`src/rtl/bus_term_pkg.sv`:
```
// Shared types and constants for the bus cycle termination block
package bus_term_pkg;
    localparam logic [7:0] TRAP_VEC_BUS_ERROR   = 8'h02;
    localparam logic [7:0] TRAP_VEC_ILLEGAL     = 8'h00;
    localparam logic [3:0] BUS_ERROR_N_FIRST_STATE     = 4'h2;
    localparam logic [3:0] ACK_FIRST_STATE      = 4'h4;
    localparam logic [3:0] STATE_COUNT_MAX      = 4'hE;

    typedef enum logic [1:0] {
        OUT_NORMAL = 2'b00,
        OUT_HALT   = 2'b01,
        OUT_TRAP   = 2'b10,
        OUT_RERUN  = 2'b11
    } outcome_t;

    typedef struct packed {
        logic transfer_ack_n;
        logic bus_error_n;
        logic halt_n;
    } term_in_t;

    typedef struct packed {
        logic       done;
        outcome_t   outcome;
        logic       trap;
        logic [7:0] trap_vec;
    } term_out_t;
endpackage

```
`src/rtl/bus_cycle_termination.sv`:
```
// Bus cycle termination decision logic
`timescale 1ns/1ps
`default_nettype none
// Contract
// RULE_01 - Partner changes inputs on rising edges
// RULE_02 - Ack alone: normal end, continue
// RULE_03 - Halt with/before ack: end, then halt
// RULE_04 - Error without halt: bus error trap
// RULE_05 - Partner drops error not before ack
// RULE_06 - Error plus halt: wait, then re-run
// RULE_07 - Partner holds halt after error drops
// RULE_08 - Error then halt two states later: re-run
// RULE_09 - Evaluate even states, compare two apart
// RULE_10 - Bus error end: trap next cycle
// RULE_11 - Wrong release order: trap vector zero
// RULE_12 - Error released before halt: re-run
// RULE_13 - Lingering error/halt may stretch next cycle
// RULE_14 - Error never released: next cycle errors
// RULE_15 - Partner releases ack/error with strobe
// RULE_16 - Strobe starts cycle, handshake controls transfer
// RULE_17 - Watchdog asserts ack and error together
// RULE_18 - Checker uses error+halt or error+ack
// RULE_19 - Bus error trap uses vector two
// RULE_20 - Never re-run read-modify-write cycle
// RULE_21 - Error sampled from state 2, ack 4
module bus_cycle_termination (
    // Clock and reset
    input  wire logic       CLK,
    input  wire logic       SYS_RST,
    // Cycle control from the bus sequencer
    input  wire logic       CYCLE_START,
    input  wire logic       RMW_CYCLE,
    // Termination pins
    input  wire logic       TRANSFER_ACK_N,
    input  wire logic       BUS_ERROR_N,
    input  wire logic       HALT_N,
    // Results
    output var  logic       ADDR_STROBE_N,
    output var  logic       CYCLE_DONE,
    output var  logic [1:0] OUTCOME,
    output var  logic       TRAP_REQ,
    output var  logic [7:0] TRAP_VECTOR,
    output var  logic       HALTED,
    output var  logic       RERUN_REQ,
    output var  logic       STRETCH
);
    import bus_term_pkg::*;

    typedef enum logic [2:0] {
        ST_IDLE   = 3'b000,
        ST_ACTIVE = 3'b001,
        ST_HALTED = 3'b010,
        ST_ERRWT  = 3'b011,
        ST_RERUN  = 3'b100
    } state_t;

    term_in_t pins, sync;
    state_t   state, next_state;
    logic [3:0] bstate, next_bstate;
    term_in_t prev_even, next_prev_even;
    logic       rmw, next_rmw;
    logic       bus_error_n_seen, next_bus_error_n_seen;
    logic       next_as_n, next_done, next_trap, next_halted, next_rerun, next_stretch;
    logic [1:0] next_outcome;
    logic [7:0] next_vec;
    logic       err_stuck, next_err_stuck;

    function automatic logic asserted(input logic pin_n);
        return ~pin_n;
    endfunction

    assign pins = '{transfer_ack_n: TRANSFER_ACK_N, bus_error_n: BUS_ERROR_N, halt_n: HALT_N};

    // External pins pass the three-stage synchroniser
    term_sync u_sync (
        .clk  (CLK),
        .rst  (SYS_RST),
        .din  (pins),
        .dout (sync)
    );

    always_comb begin
        next_state     = state;
        next_bstate    = bstate;
        next_prev_even = prev_even;
        next_rmw       = rmw;
        next_bus_error_n_seen = bus_error_n_seen;
        next_err_stuck = err_stuck;
        next_as_n      = ADDR_STROBE_N;
        next_done      = 1'b0;
        next_trap      = 1'b0;
        next_outcome   = OUTCOME;
        next_vec       = TRAP_VECTOR;
        next_halted    = HALTED;
        next_rerun     = 1'b0;
        next_stretch   = 1'b0;
        case (state)
            ST_IDLE: begin
                if (CYCLE_START) begin
                    next_state     = ST_ACTIVE; // RULE_16
                    next_as_n      = 1'b0;
                    next_bstate    = 4'h0;
                    next_rmw       = RMW_CYCLE;
                    next_bus_error_n_seen = 1'b0;
                    next_prev_even = 3'b111;
                    // RULE_13
                    next_stretch   = asserted(sync.bus_error_n) | asserted(sync.halt_n);
                end
            end
            ST_ACTIVE: begin
                next_bstate = (bstate == STATE_COUNT_MAX) ? ACK_FIRST_STATE : bstate + 4'h1;
                if (bstate >= BUS_ERROR_N_FIRST_STATE && asserted(sync.bus_error_n)) begin
                    next_bus_error_n_seen = 1'b1; // RULE_21
                end
                // RULE_09
                if (bstate[0] == 1'b0 && bstate >= ACK_FIRST_STATE) begin
                    next_prev_even = sync;
                    if (err_stuck || asserted(sync.bus_error_n) || bus_error_n_seen) begin
                        // RULE_14 RULE_04 RULE_06 RULE_08 RULE_20
                        if (asserted(sync.halt_n) && !rmw && !err_stuck) begin
                            next_outcome = OUT_RERUN;
                            next_state   = ST_RERUN;
                        end else if (!asserted(prev_even.bus_error_n) && !err_stuck
                                     && asserted(sync.bus_error_n)) begin
                            next_outcome = outcome_t'(OUTCOME); // Wait one more even state
                        end else begin
                            next_outcome = OUT_TRAP;
                            next_state   = ST_ERRWT;
                        end
                        if (next_state != ST_ACTIVE) begin
                            next_done = 1'b1;
                            next_as_n = 1'b1;
                        end
                    end else if (asserted(sync.transfer_ack_n)) begin
                        next_done = 1'b1;
                        next_as_n = 1'b1;
                        if (asserted(sync.halt_n)) begin
                            next_outcome = OUT_HALT; // RULE_03
                            next_state   = ST_HALTED;
                            next_halted  = 1'b1;
                        end else begin
                            next_outcome = OUT_NORMAL; // RULE_02
                            next_state   = ST_IDLE;
                        end
                    end
                end
            end
            ST_HALTED: begin
                if (!asserted(sync.halt_n)) begin
                    next_halted    = 1'b0;
                    next_state     = ST_IDLE;
                    next_err_stuck = asserted(sync.bus_error_n);
                end
            end
            ST_ERRWT: begin
                // RULE_10 RULE_19
                if (!asserted(sync.bus_error_n) && !asserted(sync.halt_n)) begin
                    next_trap      = 1'b1;
                    next_vec       = TRAP_VEC_BUS_ERROR;
                    next_state     = ST_IDLE;
                    next_err_stuck = 1'b0;
                end
            end
            ST_RERUN: begin
                next_halted = 1'b1;
                if (!asserted(sync.halt_n)) begin
                    next_halted = 1'b0;
                    next_state  = ST_IDLE;
                    if (asserted(sync.bus_error_n) || asserted(prev_even.bus_error_n)) begin
                        next_trap = 1'b1; // RULE_11
                        next_vec  = TRAP_VEC_ILLEGAL;
                    end else begin
                        next_rerun = 1'b1; // RULE_12
                    end
                end else begin
                    next_prev_even = sync;
                end
            end
            default: begin
                next_state = ST_IDLE;
            end
        endcase
    end

    always_ff @(posedge CLK) begin
        if (SYS_RST) begin
            state         <= ST_IDLE;
            bstate        <= 4'h0;
            prev_even     <= 3'b111;
            rmw           <= 1'b0;
            bus_error_n_seen     <= 1'b0;
            err_stuck     <= 1'b0;
            ADDR_STROBE_N <= 1'b1;
            CYCLE_DONE    <= 1'b0;
            OUTCOME       <= OUT_NORMAL;
            TRAP_REQ      <= 1'b0;
            TRAP_VECTOR   <= 8'h00;
            HALTED        <= 1'b0;
            RERUN_REQ     <= 1'b0;
            STRETCH       <= 1'b0;
        end else begin
            state         <= next_state;
            bstate        <= next_bstate;
            prev_even     <= next_prev_even;
            rmw           <= next_rmw;
            bus_error_n_seen     <= next_bus_error_n_seen;
            err_stuck     <= next_err_stuck;
            ADDR_STROBE_N <= next_as_n;
            CYCLE_DONE    <= next_done;
            OUTCOME       <= next_outcome;
            TRAP_REQ      <= next_trap;
            TRAP_VECTOR   <= next_vec;
            HALTED        <= next_halted;
            RERUN_REQ     <= next_rerun;
            STRETCH       <= next_stretch;
        end
    end

    property p_normal_end;
        @(posedge CLK) disable iff (SYS_RST)
        (state == ST_ACTIVE && bstate[0] == 1'b0 && bstate >= ACK_FIRST_STATE && !err_stuck && !bus_error_n_seen
         && sync == 3'b011) |=> (CYCLE_DONE && OUTCOME == OUT_NORMAL && state == ST_IDLE);
    endproperty
    a_normal_end: assert property (p_normal_end) else $error("normal end wrong"); // RULE_02

    property p_halt_end;
        @(posedge CLK) disable iff (SYS_RST)
        (state == ST_ACTIVE && bstate[0] == 1'b0 && bstate >= ACK_FIRST_STATE && !err_stuck && !bus_error_n_seen
         && sync == 3'b010) |=> (HALTED && OUTCOME == OUT_HALT);
    endproperty
    a_halt_end: assert property (p_halt_end) else $error("halt end wrong"); // RULE_03

    property p_trap_vec;
        @(posedge CLK) disable iff (SYS_RST)
        (state == ST_ERRWT && sync.bus_error_n && sync.halt_n) |=> (TRAP_REQ && TRAP_VECTOR == TRAP_VEC_BUS_ERROR);
    endproperty
    a_trap_vec: assert property (p_trap_vec) else $error("bus error trap missing"); // RULE_10

    property p_no_rmw_rerun;
        @(posedge CLK) disable iff (SYS_RST)
        rmw |-> state != ST_RERUN;
    endproperty
    a_no_rmw_rerun: assert property (p_no_rmw_rerun) else $error("rmw cycle re-run"); // RULE_20

    property p_rerun_ok;
        @(posedge CLK) disable iff (SYS_RST)
        (state == ST_RERUN && sync == 3'b111 && prev_even.bus_error_n) |=> (RERUN_REQ && !TRAP_REQ);
    endproperty
    a_rerun_ok: assert property (p_rerun_ok) else $error("re-run not requested"); // RULE_12

    property p_illegal;
        @(posedge CLK) disable iff (SYS_RST)
        (state == ST_RERUN && sync.halt_n && !sync.bus_error_n) |=> (TRAP_REQ && TRAP_VECTOR == TRAP_VEC_ILLEGAL);
    endproperty
    a_illegal: assert property (p_illegal) else $error("illegal order not trapped"); // RULE_11

    property p_odd_quiet;
        @(posedge CLK) disable iff (SYS_RST)
        (state == ST_ACTIVE && bstate[0]) |=> !CYCLE_DONE;
    endproperty
    a_odd_quiet: assert property (p_odd_quiet) else $error("decision in odd state"); // RULE_09

    property p_halted_holds;
        @(posedge CLK) disable iff (SYS_RST)
        (state == ST_HALTED && !sync.halt_n) |=> (HALTED && state == ST_HALTED);
    endproperty
    a_halted_holds: assert property (p_halted_holds) else $error("halt released early"); // RULE_03

    property p_rerun_wait;
        @(posedge CLK) disable iff (SYS_RST)
        (state == ST_RERUN && !sync.halt_n) |=> (HALTED && state == ST_RERUN);
    endproperty
    a_rerun_wait: assert property (p_rerun_wait) else $error("re-run wait left early"); // RULE_06

    property p_stuck_trap;
        @(posedge CLK) disable iff (SYS_RST)
        (state == ST_ACTIVE && err_stuck && bstate[0] == 1'b0 && bstate >= ACK_FIRST_STATE)
        |=> (CYCLE_DONE && OUTCOME == OUT_TRAP);
    endproperty
    a_stuck_trap: assert property (p_stuck_trap) else $error("stuck error not trapped"); // RULE_14
endmodule
`default_nettype wire

```
`src/rtl/term_sync.sv`:
```
// Three-stage input synchroniser with agreement check
`timescale 1ns/1ps
`default_nettype none
module term_sync (
    input  wire logic                   clk,
    input  wire logic                   rst,
    input  wire bus_term_pkg::term_in_t din,
    output var  bus_term_pkg::term_in_t dout
);
    import bus_term_pkg::*;
    term_in_t s1, s2, s3, next_dout;

    always_comb begin
        next_dout = dout;
        if (s2 == s3) begin
            next_dout = s3;
        end
    end

    always_ff @(posedge clk) begin
        if (rst) begin
            s1   <= 3'b111;
            s2   <= 3'b111;
            s3   <= 3'b111;
            dout <= 3'b111;
        end else begin
            s1   <= din;
            s2   <= s1;
            s3   <= s2;
            dout <= next_dout;
        end
    end
endmodule
`default_nettype wire

```
`config.mk`:
```
export PLATFORM = sky130hd
export DESIGN_NAME = bus_cycle_termination
export DESIGN_NICKNAME = d
export VERILOG_FILES = /design/src/rtl/bus_term_pkg.sv /design/src/rtl/bus_cycle_termination.sv /design/src/rtl/term_sync.sv
export SDC_FILE = /design/constraint.sdc
export NUM_CORES = 1
export LEC_CHECK = 0
export BUFFER_PORTS_ARGS = -buffer_cell sky130_fd_sc_hd__buf_2
export CORE_MARGIN = 1
export CORE_UTILIZATION = 55
export DETAILED_ROUTE_END_ITERATION = 10
export GPL_ROUTABILITY_DRIVEN = 0
export GPL_TIMING_DRIVEN = 1
export PLACE_DENSITY = 0.85
export RECOVER_POWER = 25
export SLEW_MARGIN = 20
export SYNTH_ARGS = -nofsm -noshare
export SYNTH_HDL_FRONTEND = slang
export SYNTH_SLANG_ARGS = --single-unit
```
`constraint.sdc`:
```
create_clock -name CLK -period 1.73 [get_ports CLK]
set_clock_uncertainty 0.15 [all_clocks]
set_input_delay 0.2595 -clock CLK [delete_from_list [all_inputs] [get_ports CLK]]
set_output_delay 0.2595 -clock CLK [all_outputs]
set_load 0.05 [all_outputs]
```
==> flow_metrics.tcl <==
set metrics [dict create \
    max-clock-path-buffers 2 \
    drt_wl_total_mm 3.29 \
    first_global_vias 1216 \
    slew_headroom_pct 60.3 \
    largest_fanout_on_the_critical_path 9 \
    antenna_cells 0 \
    total_power_w 0.00160 \
    drtAntennaViolNets 0 \
    cts_max_level 2 \
    final.fill_count 201 \
    cts_made_buffers 5 \
    grt_pass1_wl_mm 5.36 \
    setup_viol 0 \
    hold_path_class "in2reg" \
    tritoncts_num_sinks 32 \
    dominant_cell_type_by_area_after_synthesis "sky130_fd_sc_hd__dfxtp_1" \
    cts.clk_slew.worst_paths_ns 0.10 \
    power.leakage_nw 0.704 \
    drive_above_1_share_pct 27.3 \
    overflow 0 \
    clk_root_buffer_cell "sky130_fd_sc_hd__clkbuf_4" \
    area_growth_syn_to_layout_pct 14.4 \
    postSynthCellCount 172 \
    row_count 18 \
    timing_hold_violations_final 0 \
    final.setup.tns_ns 0 \
    yosys-top-cells-count "32 x sky130_fd_sc_hd__dfxtp_1, 12 x sky130_fd_sc_hd__nand2_1, 11 x sky130_fd_sc_hd__a21oi_1, 11 x sky130_fd_sc_hd__nor2_1, 9 x sky130_fd_sc_hd__or2_2" \
    power_density_nw_per_um2 901 \
    route.detailed.vias_per_inst 5.78 \
    yosysWarnings 0 \
    die_w_um 55.1 \
    nNetsFinal 206 \
    multi_input_comb_area_um2 818 \
    netlist_cell_types 53 \
    grtUsageTotal_pct 25.1 \
    crit_share_post_route_pct 95.0 \
    finalCriticalPeriod_ns 1.64 \
    max_cap_viol_count 0 \
    grt_setup_unrepaired "false" \
    synth_edf_count 0 \
    finalMaxSlewViolations 0 \
    synthesis.area_per_instance_um2 9.03 \
    detailedRoute.firstIterationViolations 32 \
    outcome "complete, no violations" \
    io_pins 23 \
    synth-seq-cells 32 \
    critPathSlowestCell "sky130_fd_sc_hd__or4b_4" \
    setup.worst_path.end_class "flop" \
    netlist_top_cells_area "sky130_fd_sc_hd__dfxtp_1 41%, sky130_fd_sc_hd__buf_4 3.9%, sky130_fd_sc_hd__or2_2 3.6%, sky130_fd_sc_hd__a21oi_1 3.5%, sky130_fd_sc_hd__nand2_1 2.9%" \
    worst_setup_path_start_kind "flop" \
    area_of_the_placeable_core_um2 2570 \
    max_slew.worst_pin.slew_ns 0.598 \
    area_occupied_by_registers_um2 643 \
    drtPass1Iterations 4 \
    worstPathArrival_ns 1.75 \
    worstPathCellList "or4b_4, nand2_2, nor2_1, a211oi_2" \
    timing.critical_path.required_ns 1.83 \
    dieHeight_um 55.1 \
    die_area_um2 3040 \
    count_of_input_and_output_buffers 15 \
    number_of_antenna_violations_at_the_first_check_in_global_routing 0 \
    tritoncts "built" \
    start_util_pct 60.5 \
    clk_latency_ns 0.32 \
    via_count 1317 \
    async_reset_ff_share_pct 0 \
    grt_start_max_net_pins 28 \
    yosys.area.top_type_share_pct 41.3 \
    dp_wirelength_mm 2.44 \
    synth-seq-area-share_pct 41.3 \
    wl_per_cell_um 14.4 \
    clock.fmax_mhz 608 \
    synth_area_um2 1550 \
    ys_dominant_reg_cell "sky130_fd_sc_hd__dfxtp_1" \
    crit_path_class "reg2reg" \
    crit_path_max_incr_delay_ns 0.61 \
    ir_drop_v 0.000915 \
    synth_most_common_cell "sky130_fd_sc_hd__dfxtp_1" \
    post-cts-setup-buffer-count 0 \
    detail_route.drc_violations 0 \
]
## layout by cell type (no fill, tap or decap), drive strengths merged, types with 2 or more instances in the layout
master	synthesis	final
nor2b	5	5
o21ai	7	7
nor4	2	2
xnor2	5	5
mux2i	4	4
nand2	13	13
o21a	2	2
nor2	11	11
ha	2	2
nor3b	2	2
nand2b	2	2
conb	1	7
a211oi	3	3
inv	3	3
buf	12	25
dlygate4sd3	0	3
a311oi	2	2
or2	9	9
or3b	2	2
nor3	6	6
o2111ai	2	2
dfxtp	32	32
clkbuf	5	6
a21boi	2	2
nand3	8	8
a21oi	12	12
## critical path, delay by kind of cell, from the launching register on
kind / cells / cell delay [ns]
simple gates: 3 / 0.81
compound gates: 1 / 0.18
flops: 1 / 0.44
## layer usage
| layer | up-vias | wire (um) | GRT usage [%] |
|---|---|---|---|
| met5 | - | 0 | 0 |
| met4 | 0 | 65 | 10.0 |
| met3 | 10 | 200 | 6.83 |
| met2 | 56 | 1610 | 43.0 |
| met1 | 601 | 1410 | 29.4 |
| li1 | 650 | - | - |
## flip-flops by register name (all words and copies together), names as in the netlist, 2 cells and up
register,flops
bstate,4
u_sync.s1,3
state,3
u_sync.s2,3
OUTCOME,2
u_sync.s3,3
u_sync.dout,3
## power breakdown
| group | switching (W) | leakage [nW] | total [W] | internal, W |
|---|---|---|---|---|
| Clock | 0.000265 | 0.0412 | 0.000566 | 0.000301 |
| Combinational | 0.000148 | 0.402 | 0.000247 | 0.0000994 |
| Sequential | 0.0000264 | 0.262 | 0.000788 | 0.000762 |
## cell type report
cell class / instances / area share (%)
repair buffers: 29 / 10.5
well taps: 30 / 2.11
multi-input cells: 126 / 46.1
inverters: 3 / 0.634
clock inverters: 3 / 2.39
flip-flops and latches: 32 / 36.2
clock buffers: 5 / 2.11
## final timing paths
path                 from            to  slack (ns)  depth (start not counted)
min             RMW_CYCLE           rmw        0.03                          3
max              state[2]     bstate[1]        0.09                          4
max reg2reg      state[2]     bstate[1]        0.09                          4
min reg2reg  u_sync.s1[0]  u_sync.s2[0]        0.27                          1
## per-stage QoR
| stage | utilization [%] | instances | hold slack (ns) | cell area, um2 | setup WS [ns] |
|---|---|---|---|---|---|
| 4_1_cts | 69.2 | 228 | 0.0276 | 1780 | 0.0759 |
| 2_1_floorplan | - | 178 | 0.213 | 1580 | 0.236 |
| 5_1_grt | 69.2 | 228 | 0.0260 | 1780 | 0.0362 |
| 6_report | 69.2 | 228 | 0.0315 | 1780 | 0.0865 |
| 3_5_place_dp | 64.9 | 217 | 0.249 | 1670 | 0.0932 |
| 3_3_place_gp | 64.9 | 217 | 0.241 | 1670 | 0.178 |
## logic make-up (layout without fill, tap and decap cells)
logic type / after synthesis / after routing / share of synthesized area [%]
and+or+nand+nor: 68 / 68 / 25.5
AOI/OAI and AO/OA: 39 / 39 / 17.9
DFF: 32 / 32 / 41.3
buffers and inverters: 20 / 40 / 7.49
xor gates and xnor gates: 6 / 6 / 3.38
muxes: 4 / 4 / 2.58
adders and majority gates: 2 / 2 / 1.61
other: 1 / 7 / 0.242
## repair_timing
action,in CTS,in global routing
setup endpoints to repair,0,3
gates resized for setup,0,2
hold endpoints to repair,3,0
hold buffers,3,0
No activity file was read; power rests on OpenSTA's default activity.
